File: config.mk
export PLATFORM = sky130hd
export DESIGN_NAME = tccs_top
export DESIGN_NICKNAME = d
export VERILOG_FILES = /design/src/tccs_pkg.sv /design/src/tccs_divider.sv /design/src/tccs_top.sv
export SDC_FILE = /design/constraint.sdc
export NUM_CORES = 1
export LEC_CHECK = 0
export BUFFER_PORTS_ARGS = -buffer_cell sky130_fd_sc_hd__buf_2
export CAP_MARGIN = 40
export CELL_PAD_IN_SITES_DETAIL_PLACEMENT = 0
export CELL_PAD_IN_SITES_GLOBAL_PLACEMENT = 1
export CORE_UTILIZATION = 40
export CTS_CLUSTER_SIZE = 25
export DETAILED_ROUTE_END_ITERATION = 6
export HOLD_SLACK_MARGIN = 0.1
export PLACE_DENSITY = 0.86
export SLEW_MARGIN = 20
export SYNTH_ARGS = -nofsm -noshare
export SYNTH_HDL_FRONTEND = slang
export SYNTH_SLANG_ARGS = --single-unit
File: constraint.sdc
create_clock -name ref_clk -period 6.83 [get_ports ref_clk]
set_input_delay 0 -clock ref_clk [delete_from_list [all_inputs] [get_ports ref_clk]]
set_output_delay 0 -clock ref_clk [all_outputs]
set_load 0.05 [all_outputs]
File: src/tccs_pkg.sv
// tccs_pkg: constants for the transceiver clock and calibration setup block
// assumes: included before any tccs module; no other dependencies
package tccs_pkg;
  // ****************************************************************
  // field widths
  // ****************************************************************
  localparam int TCCS_RCNT_W = 3;
  localparam int TCCS_CLKO_W = 4;
  localparam int TCCS_BBOS_W = 2;
  localparam int TCCS_DEMOD_W = 4;
  localparam int TCCS_CDR_W = 8;
  localparam int TCCS_SEQ_W = 8;
  localparam int TCCS_AGC_W = 8;
  localparam int TCCS_DIV_W = 12;
  localparam int TCCS_DEV_W = 9;
  localparam int TCCS_PWR_W = 6;
  localparam int TCCS_RAMP_W = 3;
  localparam int TCCS_TONE_W = 8;
  localparam int TCCS_DWELL_W = 8;
  localparam int TCCS_TRIM_W = 6;
  localparam int TCCS_DBW_W = 10;
  localparam int TCCS_DEVHZ_W = 24;
  // ****************************************************************
  // reset values and limits
  // ****************************************************************
  localparam logic [TCCS_DBW_W-1:0] TCCS_DBW_MAX = 10'h294; // 660
  localparam logic [3:0] TCCS_FINE_DWELLS = 4'ha; // ten dwell periods
  localparam logic [TCCS_PWR_W-1:0] TCCS_LEVEL_RST = 6'h00;
  localparam logic TCCS_ALPHA_RST = 1'b0; // 0.5 roll-off
  localparam int TCCS_DEV_SHIFT = 16;
  // ****************************************************************
  // calibration sequencer states
  // ****************************************************************
  typedef enum logic [1:0] {TCCS_IDLE, TCCS_COARSE, TCCS_FINE} tccs_cal_e;
endpackage

File: src/tccs_divider.sv
// tccs_divider: integer divider with a square wave output
// assumes: driving clock is ref_clk; advance gives the input clock's edges
`timescale 1ns/1ns
`default_nettype none
module tccs_divider #(
  parameter int W = 8
) (
  input wire logic ref_clk,
  input wire logic srst,
  input wire logic advance,
  input wire logic [W-1:0] divisor,
  output logic tick,
  output logic wave
);
  logic [W-1:0] count_reg;
  logic [W-1:0] half;
  logic wrap;
  // restart the counter at one when it reaches the divisor, once per output period
  assign wrap = (count_reg == '0) || (count_reg >= divisor);
  assign half = divisor >> 1;
  always_ff @(posedge ref_clk) begin
    if (srst) begin
      count_reg <= '0;
      tick <= 1'b0;
      wave <= 1'b0;
    end else begin
      tick <= advance && wrap;
      if (advance) begin
        count_reg <= wrap ? W'(1) : count_reg + W'(1);
        wave <= wrap ? 1'b1 : (count_reg >= half ? 1'b0 : wave);
      end
    end
  end
endmodule // tccs_divider
`default_nettype wire

File: src/tccs_top.sv
// tccs_top: clock generation, pa ramp, deviation and if calibration sequencing
// assumes: ref_clk is the crystal reference; settings held stable by the host
// How it works
// - comparison clock is reference over reference count if doubler set, over twice the count if not
// - clock output pin is the reference divided down, then inverted
// - amplifier level steps at the ramp rate until the power level
// - amplifier-on bit ramps the level both up and down
// - direction bit ramps up on enable, cuts off at once on disable
// - roll-off bit selects 0.5 or 0.7, reset gives 0.5
// - baseband offset clock is reference over its divisor, host keeps 1-2 MHz
// - demodulator clock is reference over its divisor, host keeps 2-15 MHz
// - recovery clock divides demodulator clock, host sets near 32x rate
// - sequencer clock is reference over sequencer divisor, about 100 kHz
// - gain update ticks divide sequencer clock, about 3 kHz
// - deviation is code times comparison rate over 2^16, halved if halver on
// - four-level mode gives tones at plus/minus one and three deviations
// - a coarse calibration starts when the coarse trigger is written set while idle
// - an armed fine bit makes fine calibration follow each coarse one
// - fine calibration starts only from a setup write with coarse trigger
// - a stored trim can be applied directly at receiver power-up
// - each tone is the reference over twice its tone divisor
// - each tone lasts the dwell count in sequencer periods
// - fine calibration takes ten tone dwell periods in all
// - source strength from a two-bit field, frequency halved by halve bit
// - status output flags that a calibration has finished
`timescale 1ns/1ns
`default_nettype none
module tccs_top
  import tccs_pkg::*;
(
  input wire logic ref_clk,
  input wire logic srst,
  input wire logic ref_doubler,
  input wire logic [TCCS_RCNT_W-1:0] ref_divider_count,
  input wire logic [TCCS_CLKO_W-1:0] clock_out_divisor,
  input wire logic [TCCS_BBOS_W-1:0] baseband_offset_divisor,
  input wire logic [TCCS_DEMOD_W-1:0] demodulator_clock_divisor,
  input wire logic [TCCS_CDR_W-1:0] recovery_clock_divisor,
  input wire logic [TCCS_SEQ_W-1:0] sequencer_divisor,
  input wire logic [TCCS_AGC_W-1:0] gain_update_divisor,
  input wire logic amp_on,
  input wire logic tx_direction,
  input wire logic [TCCS_RAMP_W-1:0] ramp_rate,
  input wire logic [TCCS_PWR_W-1:0] power_level,
  input wire logic shaping_rolloff,
  input wire logic [TCCS_DEV_W-1:0] deviation_code,
  input wire logic output_halver,
  input wire logic four_level,
  input wire logic [1:0] symbol_sel,
  input wire logic [TCCS_DBW_W-1:0] discrim_bandwidth,
  input wire logic filter_setup_write,
  input wire logic coarse_trigger,
  input wire logic fine_arm,
  input wire logic trim_use_stored,
  input wire logic [TCCS_TRIM_W-1:0] trim_stored,
  input wire logic rx_power_up,
  input wire logic [TCCS_TONE_W-1:0] low_tone_divisor,
  input wire logic [TCCS_TONE_W-1:0] high_tone_divisor,
  input wire logic [TCCS_DWELL_W-1:0] tone_dwell_count,
  input wire logic [1:0] ir_source_strength,
  input wire logic ir_source_halve,
  output logic phase_compare_freq,
  output logic clock_out_pin,
  output logic baseband_offset_clk,
  output logic demod_clk,
  output logic recovery_clk,
  output logic seq_clk,
  output logic gain_update_tick,
  output logic [TCCS_PWR_W-1:0] amp_level,
  output logic rolloff_07,
  output logic [TCCS_DEVHZ_W-1:0] deviation_step,
  output logic [TCCS_DEVHZ_W-1:0] tone_offset,
  output logic tone_negative,
  output logic discrim_bw_error,
  output logic coarse_busy,
  output logic fine_busy,
  output logic cal_done,
  output logic cal_tone,
  output logic [TCCS_TRIM_W-1:0] trim_applied,
  output logic [1:0] ir_drive,
  output logic ir_clk
);
  // ****************************************************************
  // reference doubler and phase comparison clock
  // ****************************************************************
  logic dblPhase_reg;
  logic refAdv;
  logic pfdTick, pfdWave;
  // doubler set gives one advance every reference cycle, doubler clear one every other cycle
  always_ff @(posedge ref_clk) begin
    if (srst) begin
      dblPhase_reg <= 1'b0;
    end else begin
      dblPhase_reg <= ~dblPhase_reg;
    end
  end
  assign refAdv = ref_doubler | dblPhase_reg;
  tccs_divider #(.W(TCCS_DIV_W)) u_pfd (
    .ref_clk(ref_clk),
    .srst(srst),
    .advance(refAdv),
    .divisor({9'h000, ref_divider_count}),
    .tick(pfdTick),
    .wave(pfdWave)
  );

  // ****************************************************************
  // reference-derived clocks
  // ****************************************************************
  logic coWave, bbWave, dmTick, dmWave, cdWave;
  logic sqTick, sqWave, agTick;
  tccs_divider #(.W(TCCS_DIV_W)) u_clko (
    .ref_clk(ref_clk),
    .srst(srst),
    .advance(1'b1),
    .divisor({8'h00, clock_out_divisor}),
    .tick(),
    .wave(coWave)
  );
  tccs_divider #(.W(TCCS_DIV_W)) u_bbos (
    .ref_clk(ref_clk),
    .srst(srst),
    .advance(1'b1),
    .divisor({10'h000, baseband_offset_divisor}),
    .tick(),
    .wave(bbWave)
  );
  tccs_divider #(.W(TCCS_DIV_W)) u_demod (
    .ref_clk(ref_clk), .srst(srst), .advance(1'b1),
    .divisor({8'h00, demodulator_clock_divisor}), .tick(dmTick), .wave(dmWave));
  tccs_divider #(.W(TCCS_DIV_W)) u_cdr (
    .ref_clk(ref_clk),
    .srst(srst),
    .advance(dmTick),
    .divisor({4'h0, recovery_clock_divisor}),
    .tick(),
    .wave(cdWave)
  );
  tccs_divider #(.W(TCCS_DIV_W)) u_seq (
    .ref_clk(ref_clk), .srst(srst), .advance(1'b1),
    .divisor({4'h0, sequencer_divisor}), .tick(sqTick), .wave(sqWave));
  tccs_divider #(.W(TCCS_DIV_W)) u_agc (
    .ref_clk(ref_clk),
    .srst(srst),
    .advance(sqTick),
    .divisor({4'h0, gain_update_divisor}),
    .tick(agTick),
    .wave()
  );

  // register the clock outputs so each leaves from a flip-flop
  always_ff @(posedge ref_clk) begin
    if (srst) begin
      phase_compare_freq <= 1'b0;
      clock_out_pin <= 1'b1;
      baseband_offset_clk <= 1'b0;
      demod_clk <= 1'b0;
      recovery_clk <= 1'b0;
      seq_clk <= 1'b0;
      gain_update_tick <= 1'b0;
    end else begin
      phase_compare_freq <= pfdWave;
      clock_out_pin <= ~coWave;
      baseband_offset_clk <= bbWave;
      demod_clk <= dmWave;
      recovery_clk <= cdWave;
      seq_clk <= sqWave;
      gain_update_tick <= agTick;
    end
  end

  // ****************************************************************
  // power amplifier ramp
  // ****************************************************************
  logic [7:0] rampCnt_reg;
  logic [7:0] rampPeriod;
  logic rampStep;
  logic ampTarget;
  logic dirOff;
  logic [TCCS_PWR_W-1:0] level_next;
  // ramp step period in comparison ticks doubles with each rate code less
  assign rampPeriod = 8'h80 >> ramp_rate;
  assign rampStep = pfdTick && (rampCnt_reg >= rampPeriod);
  assign ampTarget = amp_on && tx_direction;
  assign dirOff = amp_on && !tx_direction;
  // up or down toward level, down to zero when amp_on is dropped, hard off on direction
  assign level_next = dirOff ? TCCS_LEVEL_RST :
    !rampStep ? amp_level :
    (ampTarget && amp_level < power_level) ? amp_level + 6'h01 :
    (ampTarget && amp_level > power_level) ? amp_level - 6'h01 :
    (!ampTarget && amp_level != 6'h00) ? amp_level - 6'h01 :
    amp_level;
  // ramp tick counter and amplifier level register
  always_ff @(posedge ref_clk) begin
    if (srst) begin
      rampCnt_reg <= 8'h00;
      amp_level <= TCCS_LEVEL_RST;
    end else begin
      rampCnt_reg <= rampStep ? 8'h00 : (pfdTick ? rampCnt_reg + 8'h01 : rampCnt_reg);
      amp_level <= level_next;
    end
  end

  // ****************************************************************
  // modulation settings
  // ****************************************************************
  logic [TCCS_DEVHZ_W-1:0] devRaw;
  logic [TCCS_DEVHZ_W-1:0] devFull;
  logic [TCCS_DEVHZ_W-1:0] devStep;
  logic [TCCS_DEVHZ_W-1:0] devTone;
  // deviation in steps of reference over r count over 2^16; the doubler scales it
  assign devRaw = {15'h0000, deviation_code};
  assign devFull = ref_doubler ? (devRaw << 1) : devRaw;
  assign devStep = output_halver ? (devFull >> 1) : devFull;
  // outer symbols use three times the step in four-level mode
  assign devTone = (four_level && symbol_sel[0]) ? devStep * 24'h000003 : devStep;
  // register the modulation, filter and image source settings
  always_ff @(posedge ref_clk) begin
    if (srst) begin
      rolloff_07 <= TCCS_ALPHA_RST;
      deviation_step <= '0;
      tone_offset <= '0;
      tone_negative <= 1'b0;
      discrim_bw_error <= 1'b0;
      ir_drive <= 2'h0;
    end else begin
      rolloff_07 <= shaping_rolloff;
      deviation_step <= devStep;
      tone_offset <= devTone;
      tone_negative <= symbol_sel[1];
      discrim_bw_error <= discrim_bandwidth > TCCS_DBW_MAX;
      ir_drive <= ir_source_strength;
    end
  end

  // ****************************************************************
  // if filter calibration sequencer
  // ****************************************************************
  tccs_cal_e state_reg, state_next;
  logic fineArm_reg;
  logic [TCCS_DWELL_W-1:0] dwell_reg;
  logic [3:0] dwellsDone_reg;
  logic startCal;
  logic dwellEnd;
  logic toneHigh;
  logic [TCCS_TONE_W-1:0] toneDiv;
  logic tnTick, tnWave;
  assign startCal = filter_setup_write && coarse_trigger;
  assign dwellEnd = sqTick && (dwell_reg >= tone_dwell_count);
  // odd dwells sit on the upper tone, even ones on the lower
  assign toneHigh = dwellsDone_reg[0];
  assign toneDiv = toneHigh ? high_tone_divisor : low_tone_divisor;
  // tone divider advances on every other reference cycle to give reference over 2x
  tccs_divider #(.W(TCCS_DIV_W)) u_tone (
    .ref_clk(ref_clk), .srst(srst), .advance(dblPhase_reg),
    .divisor({4'h0, toneDiv}), .tick(tnTick), .wave(tnWave));
  // coarse takes one dwell, fine runs ten dwells
  always_comb begin
    state_next = state_reg;
    case (state_reg)
      TCCS_IDLE: begin
        if (startCal) begin
          state_next = TCCS_COARSE;
        end
      end
      TCCS_COARSE: begin
        if (dwellEnd) begin
          state_next = fineArm_reg ? TCCS_FINE : TCCS_IDLE;
        end
      end
      TCCS_FINE: begin
        if (dwellEnd && dwellsDone_reg == TCCS_FINE_DWELLS - 4'h1) begin
          state_next = TCCS_IDLE;
        end
      end
      default: begin
        state_next = TCCS_IDLE;
      end
    endcase
  end
  // sequencer state, dwell counter and done flag
  always_ff @(posedge ref_clk) begin
    if (srst) begin
      state_reg <= TCCS_IDLE;
      fineArm_reg <= 1'b0;
      dwell_reg <= '0;
      dwellsDone_reg <= 4'h0;
      cal_done <= 1'b0;
    end else begin
      state_reg <= state_next;
      fineArm_reg <= fine_arm; // arming alone starts nothing
      if (state_reg == TCCS_IDLE || dwellEnd) begin
        dwell_reg <= 8'h01; // a dwell spans exactly the dwell count of ticks
      end else if (sqTick) begin
        dwell_reg <= dwell_reg + 8'h01;
      end
      if (state_reg != TCCS_FINE) begin
        dwellsDone_reg <= 4'h0;
      end else if (dwellEnd) begin
        dwellsDone_reg <= dwellsDone_reg + 4'h1;
      end
      // finish sets the flag, a new start clears it; finish wins
      if (state_reg != TCCS_IDLE && state_next == TCCS_IDLE) begin
        cal_done <= 1'b1;
      end else if (startCal) begin
        cal_done <= 1'b0;
      end
    end
  end

  // ****************************************************************
  // trim, tone and image source outputs
  // ****************************************************************
  logic irHalf_reg;
  logic [TCCS_TRIM_W-1:0] trimCal_reg;
  // busy flags, gated tone, trim pick-up and image source divider
  always_ff @(posedge ref_clk) begin
    if (srst) begin
      coarse_busy <= 1'b0;
      fine_busy <= 1'b0;
      cal_tone <= 1'b0;
      trim_applied <= '0;
      trimCal_reg <= '0;
      irHalf_reg <= 1'b0;
      ir_clk <= 1'b0;
    end else begin
      coarse_busy <= state_next == TCCS_COARSE;
      fine_busy <= state_next == TCCS_FINE;
      cal_tone <= (state_reg == TCCS_FINE) && tnWave;
      if (state_reg == TCCS_FINE && dwellEnd) begin
        trimCal_reg <= trimCal_reg + 6'h01;
      end
      if (rx_power_up) begin
        trim_applied <= trim_use_stored ? trim_stored : trimCal_reg;
      end
      if (tnTick) begin
        irHalf_reg <= ~irHalf_reg;
      end
      ir_clk <= ir_source_halve ? irHalf_reg : tnWave;
    end
  end
endmodule // tccs_top
`default_nettype wire

---- Yosys cells after proc, flatten, opt, wreduce, memory -nomap -nowiden ----
Index checks and enable logic that the tools add are counted.
word-level totals
  bits in registers ....................... 216
  input bits .............................. 113
  output and inout bits ................... 77
  word-level logic and storage cells ...... 200
operators by class
  $add $sub $neg .......................... 14
  multipliers ............................. 1
  magnitude comparators ................... 20
  equality and inequality tests ........... 6
  shifts and indexed selects .............. 1
  multiplexer cells ....................... 40
  bitwise gates (word level) .............. 4
  reductions and logical operators ........ 61
operators by type and width
  kind                   count
  $add 12x1->12 const B  8
  $logic_not 12->1       8
  $mux 12                5
  $ge 12x8->1            4
  $ge 12x3->1            3
  $ge 12x7->1            3
  $ge 12x2->1            2
  $ge 12x4->1            2
  $mux 6                 4
  $mux 1                 23
  $mux 10                2
  $reduce_bool 2->1      10
  $add 8x1->8 const B    2
  $ge 8x8->1             2
  $logic_and 1x1->1      16
  $reduce_or 2->1        8
  $add 6x1->6 const B    2
  $ge 12x1->1            1
  $mul 10x2->12 const B  1
  $gt 10x10->1 const B   1
  $logic_or 1x1->1       9
  $mux 2                 4
  $mux 8                 1
  $reduce_and 2->1       4
  16 further kinds       22

---- Longest topological paths before layout ----
  word-level depth ........................ 8
  mapped depth ............................ 14
  depth with buffers taken out ............ 13

---- Modules after synthesis ----
From an unflattened synthesis, not the netlist that was laid out.
second synthesis, totals
  cells, all modules ...................... 1679
  area, all modules ....................... 14910.6 µm²
modules (own cells, without submodules)
  module                    instances  cells each  area each (µm²)  sequential area each (µm²)
  tccs_divider (u_agc ...)  7          140         1265.0           280.3
  tccs_top                  1          567         4888.4           1621.6
  tccs_divider (u_seq)      1          132         1167.4           280.3

---- Worst setup path after synthesis ----
No wires, ideal clock.
  path type ............................... reg-to-reg
  start point ............................. reg amp_level[4]
  end point ............................... reg amp_level[5]
  setup time .............................. 116 ps
  data arrival time ....................... 3080 ps
  data required time ...................... 6714 ps
  path slack .............................. 3634 ps
  cell stages (with the launch flop) ...... 12
  path buffers ............................ 0
  period minus slack after synthesis ...... 3196 ps
  cell sequence ........................... dfxtp_1 > ha_1 > a21o_1 > a2111oi_0 > o21ai_1 > ha_1 > a211oi_1 > o21bai_1 > a21oi_1 > xnor2_1 > a211oi_1 > a31o_2
on the way
  longest elaborated chain between the ends .. 4
  elaborated cells between the ends (all ways) .. 13
  those cells by class .................... add/sub (2); order compare (2); mux (3); reduce/logical (6)
RTL lines
  what                                         line                              RTL
  start, declared                              tccs_top.sv:69                    output logic [TCCS_PWR_W-1:0] amp_level,
  start signal, assigned                       tccs_top.sv:200                   amp_level <= level_next;
  $sub 6x1->6, or another cell as far along    tccs_top.sv:190, tccs_top.sv:191
  $mux 6, or another cell as far along         tccs_top.sv:191                   (!ampTarget && amp_level != 6'h00) ? amp_level - 6'h01 :
  $mux 6 or $reduce_bool 3->1 (tied branches)  --
  $mux 6 or $reduce_and 2->1 (tied branches)   --
Parallel ways exist; a longest one is shown, timed or not. The select of a mux whose other input is x is not followed.
A chain may end at the register's enable or synchronous reset.

---- Final worst setup path ----
  start point ............................. reg amp_level[3]
  end point ............................... reg amp_level[5]
The elaborated chain is that of the path after synthesis.

==> impl_summary.txt <==
----------------------------------------------------
[Status]
  Outcome ... complete, no violations

[Route]
  Number of design rule violations left after detail routing ... 0
  Antenna Violating Nets Remaining ... 0
  Avg Vias per Cell ... between 4 and 5
  Drt pass-1 iters ... 5
  Top Layer Used ... met4
  Vias post-DR ... ~8300
  Routed length on met2 ... 10000 µm
  Detailed-route wire length on metal 1 ... ~11000 µm
  Routed len/inst ... approximately 13 µm
  Wire length after detailed routing ... 22000 µm
  Detailed router's first-iteration violation count ... 370
  Routed length on met3 ... 889 µm

[Global routing]
  Maximum number of pins on one net before global-route repair ... 67
  Overall Global Routing Usage ... 0.173
  Wire length of the first global-routing pass ... 37200 µm
  Number of global-route vias before repair ... around 8000
  Initial antenna violation count ... 1
  Total overflow reported by the global router ... 0

[Logic synthesis]
  Share of the yosys chip area belonging to registers ... 0.369
  Synth warnings ... 0
  Most frequently used flop master after synthesis ... sky130_fd_sc_hd__dfxtp_1
  Cell area after synthesis ... ~10000 µm²
  Share of async-settable or async-resettable flops after synthesis ... 0
  Post-synthesis cell count ... roughly 1100
  Syn Area/Cell ... roughly 9 µm²
  Number of flops mapped to enable cells by yosys ... 0
  Flip-flop and latch count after synthesis ... between 150 and 200
  Distinct cell type count of the synthesized netlist ... 71

[Placement]
  Number of buffer cells added on primary ports ... 163
  Setup Slack @ Placement ... 3.67 ns
  HPWL after DPL ... 16300 µm
  Final Wtd Congestion ... a little over 0.8

[STA]
  Shortest period the worst path allows ... between 3 and 4 ns
  Unrepaired setup endpoints after global routing ... false
  Number of max-slew violations in the final report ... 0
  Setup violators final ... 0
  Measured slew at the worst slew-check pin ... ~0.77 ns
  Count of final hold-check violations ... 0
  Remaining max-slew budget at the tightest pin ... 0.475
  Worst-case clock skew ... ~0.014 ns
  Final clock period utilization by the worst path ... 0.460
  Top achievable clock speed ... roughly 320 MHz
  Post-route setup TNS ... 0 ns
  Worst Setup Slack, final ... roughly 3.7 ns

[Power and ir drop]
  Pleak ... approximately 5.9 nW
  Maximum VDD drop ... 0.149 mV
  Areal power density over the cells ... between 200 and 250 nW/µm²

[Critical path]
  Type of the setup path with the least slack ... reg2reg
  Data required time at the worst endpoint ... approximately 7.2 ns
  Kind of launch point of the worst setup path ... flip-flop
  Crit path DAT ... 3.46 ns
  Biggest fanout along the worst timing path ... 7
  Sort of element at the end of the critical path ... flip-flop

[Final layout]
  Growth of design area from synthesis to finish ... 20.6%
  Post-layout util ... 0.491
  Nets ... 1604
  Fraction of layout cells with a size suffix above 1 ... 0.164

[Floorplanning]
  Overall die area ... between 20000 and 30000 µm²
  CORE AREA ... approximately 25000 µm²
  Std-Cell Rows ... 58
  Initial core utilization ... 0.407
  I/O pin cnt ... 190
  Width of the die ... ~160 µm
  Die extent in y ... roughly 160 µm

[Clock tree]
  Clock-pin slew of the registers on the worst-case setup and hold paths ... ~0.07 ns
  Post-CTS sizing ... 0
  Number of H-tree levels ... 4
  Max Buffers Root-to-Sink ... 2
  Later-pin clock latency in the skew report ... 0.43 ns
  CTS tree ... done
  CTS Root Cell ... sky130_fd_sc_hd__clkbuf_16
  TritonCTS Buffers ... 17
  Clock sink count ... approximately 190

[Run]
  Number of maximum-capacitance constraint violations ... 0

[Worst hold path]
  Path type of the worst min-delay path ... in2reg

----------------------------------------------------
through the flow:
stage               area [µm²]  total power, W  cells  hold slack (ns)
floorplan                10400         0.00150   1185           0.0789
global placement         11400         0.00160   1627            0.207
detailed placement       11400         0.00160   1630            0.226
CTS                      12400         0.00264   1698            0.100
global route             12400         0.00274   1700            0.101
finish                   12400         0.00260   1700            0.117
where the power goes:
group | switching, W | total [W] | internal (W)
Sequential | 0.0000260 | 0.00117 | 0.00114
Combinational | 0.000271 | 0.000428 | 0.000157
Clock | 0.000504 | 0.00101 | 0.000502
Total | 0.000801 | 0.00260 | 0.00180
placed cells by master (no fill, tap or decap), drive strengths merged, types with 21 or more instances in the layout:
| cell type | instances |
|---|---|
| xnor2 | 33 |
| inv | 96 |
| mux2i | 31 |
| and3 | 29 |
| nand2 | 64 |
| nand4 | 21 |
| dlygate4sd3 | 36 |
| a21o | 23 |
| dfxtp | 189 |
| nand3 | 31 |
| a211oi | 23 |
| a21oi | 42 |
| o21ai | 31 |
| nor2 | 137 |
| buf | 168 |
| ha | 133 |
| conb | 52 |
| xor2 | 46 |
worst paths after layout:
| path | startpoint | endpoint | slack, ns | cells past startpoint |
|---|---|---|---|---|
| worst min register to register | u_clko.wave | clock_out_pin | 0.38 | 1 |
| worst min-delay path | symbol_sel[0] | tone_offset[5] | 0.12 | 4 |
| worst max-delay path | amp_level[3] | amp_level[5] | 3.69 | 11 |
| worst max register to register | amp_level[3] | amp_level[5] | 3.69 | 11 |
kinds of logic after synthesis:
kind of cell,count (synthesis),share of synthesized area
DFF,189,0.369
and+or+nand+nor,385,0.189
buffers and inverters,142,0.0633
muxes,35,0.0347
xor gates and xnor gates,79,0.0675
AOI/OAI and AO/OA,168,0.110
adders and majority gates,135,0.166
other,1,0.000366
per-layer routing:
metal | vias up | track usage
met5 | - | 0
met4 | 0 | 0.0545
met3 | 22 | 0.0327
met2 | 163 | 0.289
met1 | 3789 | 0.225
li1 | 4301 | -
worst max-delay path, cell delays in order (launching register included):
cell and delay (ns):
sky130_fd_sc_hd__dfxtp_1 0.42, sky130_fd_sc_hd__ha_1 0.28, sky130_fd_sc_hd__and4_1 0.20, sky130_fd_sc_hd__a2111oi_0 0.38, sky130_fd_sc_hd__o21ai_1 0.32, sky130_fd_sc_hd__ha_1 0.39
sky130_fd_sc_hd__a211oi_1 0.23, sky130_fd_sc_hd__o21bai_1 0.11, sky130_fd_sc_hd__a21oi_1 0.18, sky130_fd_sc_hd__xnor2_1 0.17, sky130_fd_sc_hd__a211oi_1 0.13, sky130_fd_sc_hd__a31o_2 0.25
repair_timing:
item	CTS	global route
hold endpoints to repair	27	0
buffers inserted	0	0
hold buffers	36	0
synth_stat cells, drive strengths merged (29+ instances only):
cell / n / area [µm²]
dfxtp: 189 / 3780
nor2: 137 / 532
ha: 133 / 1660
inv: 88 / 330
nand2: 64 / 240
xor2: 46 / 403
a21oi: 42 / 214
buf: 33 / 240
xnor2: 33 / 289
mux2i: 31 / 310
nand3: 31 / 155
o21ai: 31 / 159
and3: 29 / 184
cell type report:
class,count,area [µm²]
Multi-Input combinational cell,854,6010
Fill cell,2382,12800
Tap cell,330,413
Inverter,89,334
Clock buffer,17,425
Antenna cell,1,2.50
Sequential cell,189,3780
Clock inverter,15,185
Timing Repair Buffer,205,1210
Note: power is estimated with default switching activity, not from simulation.
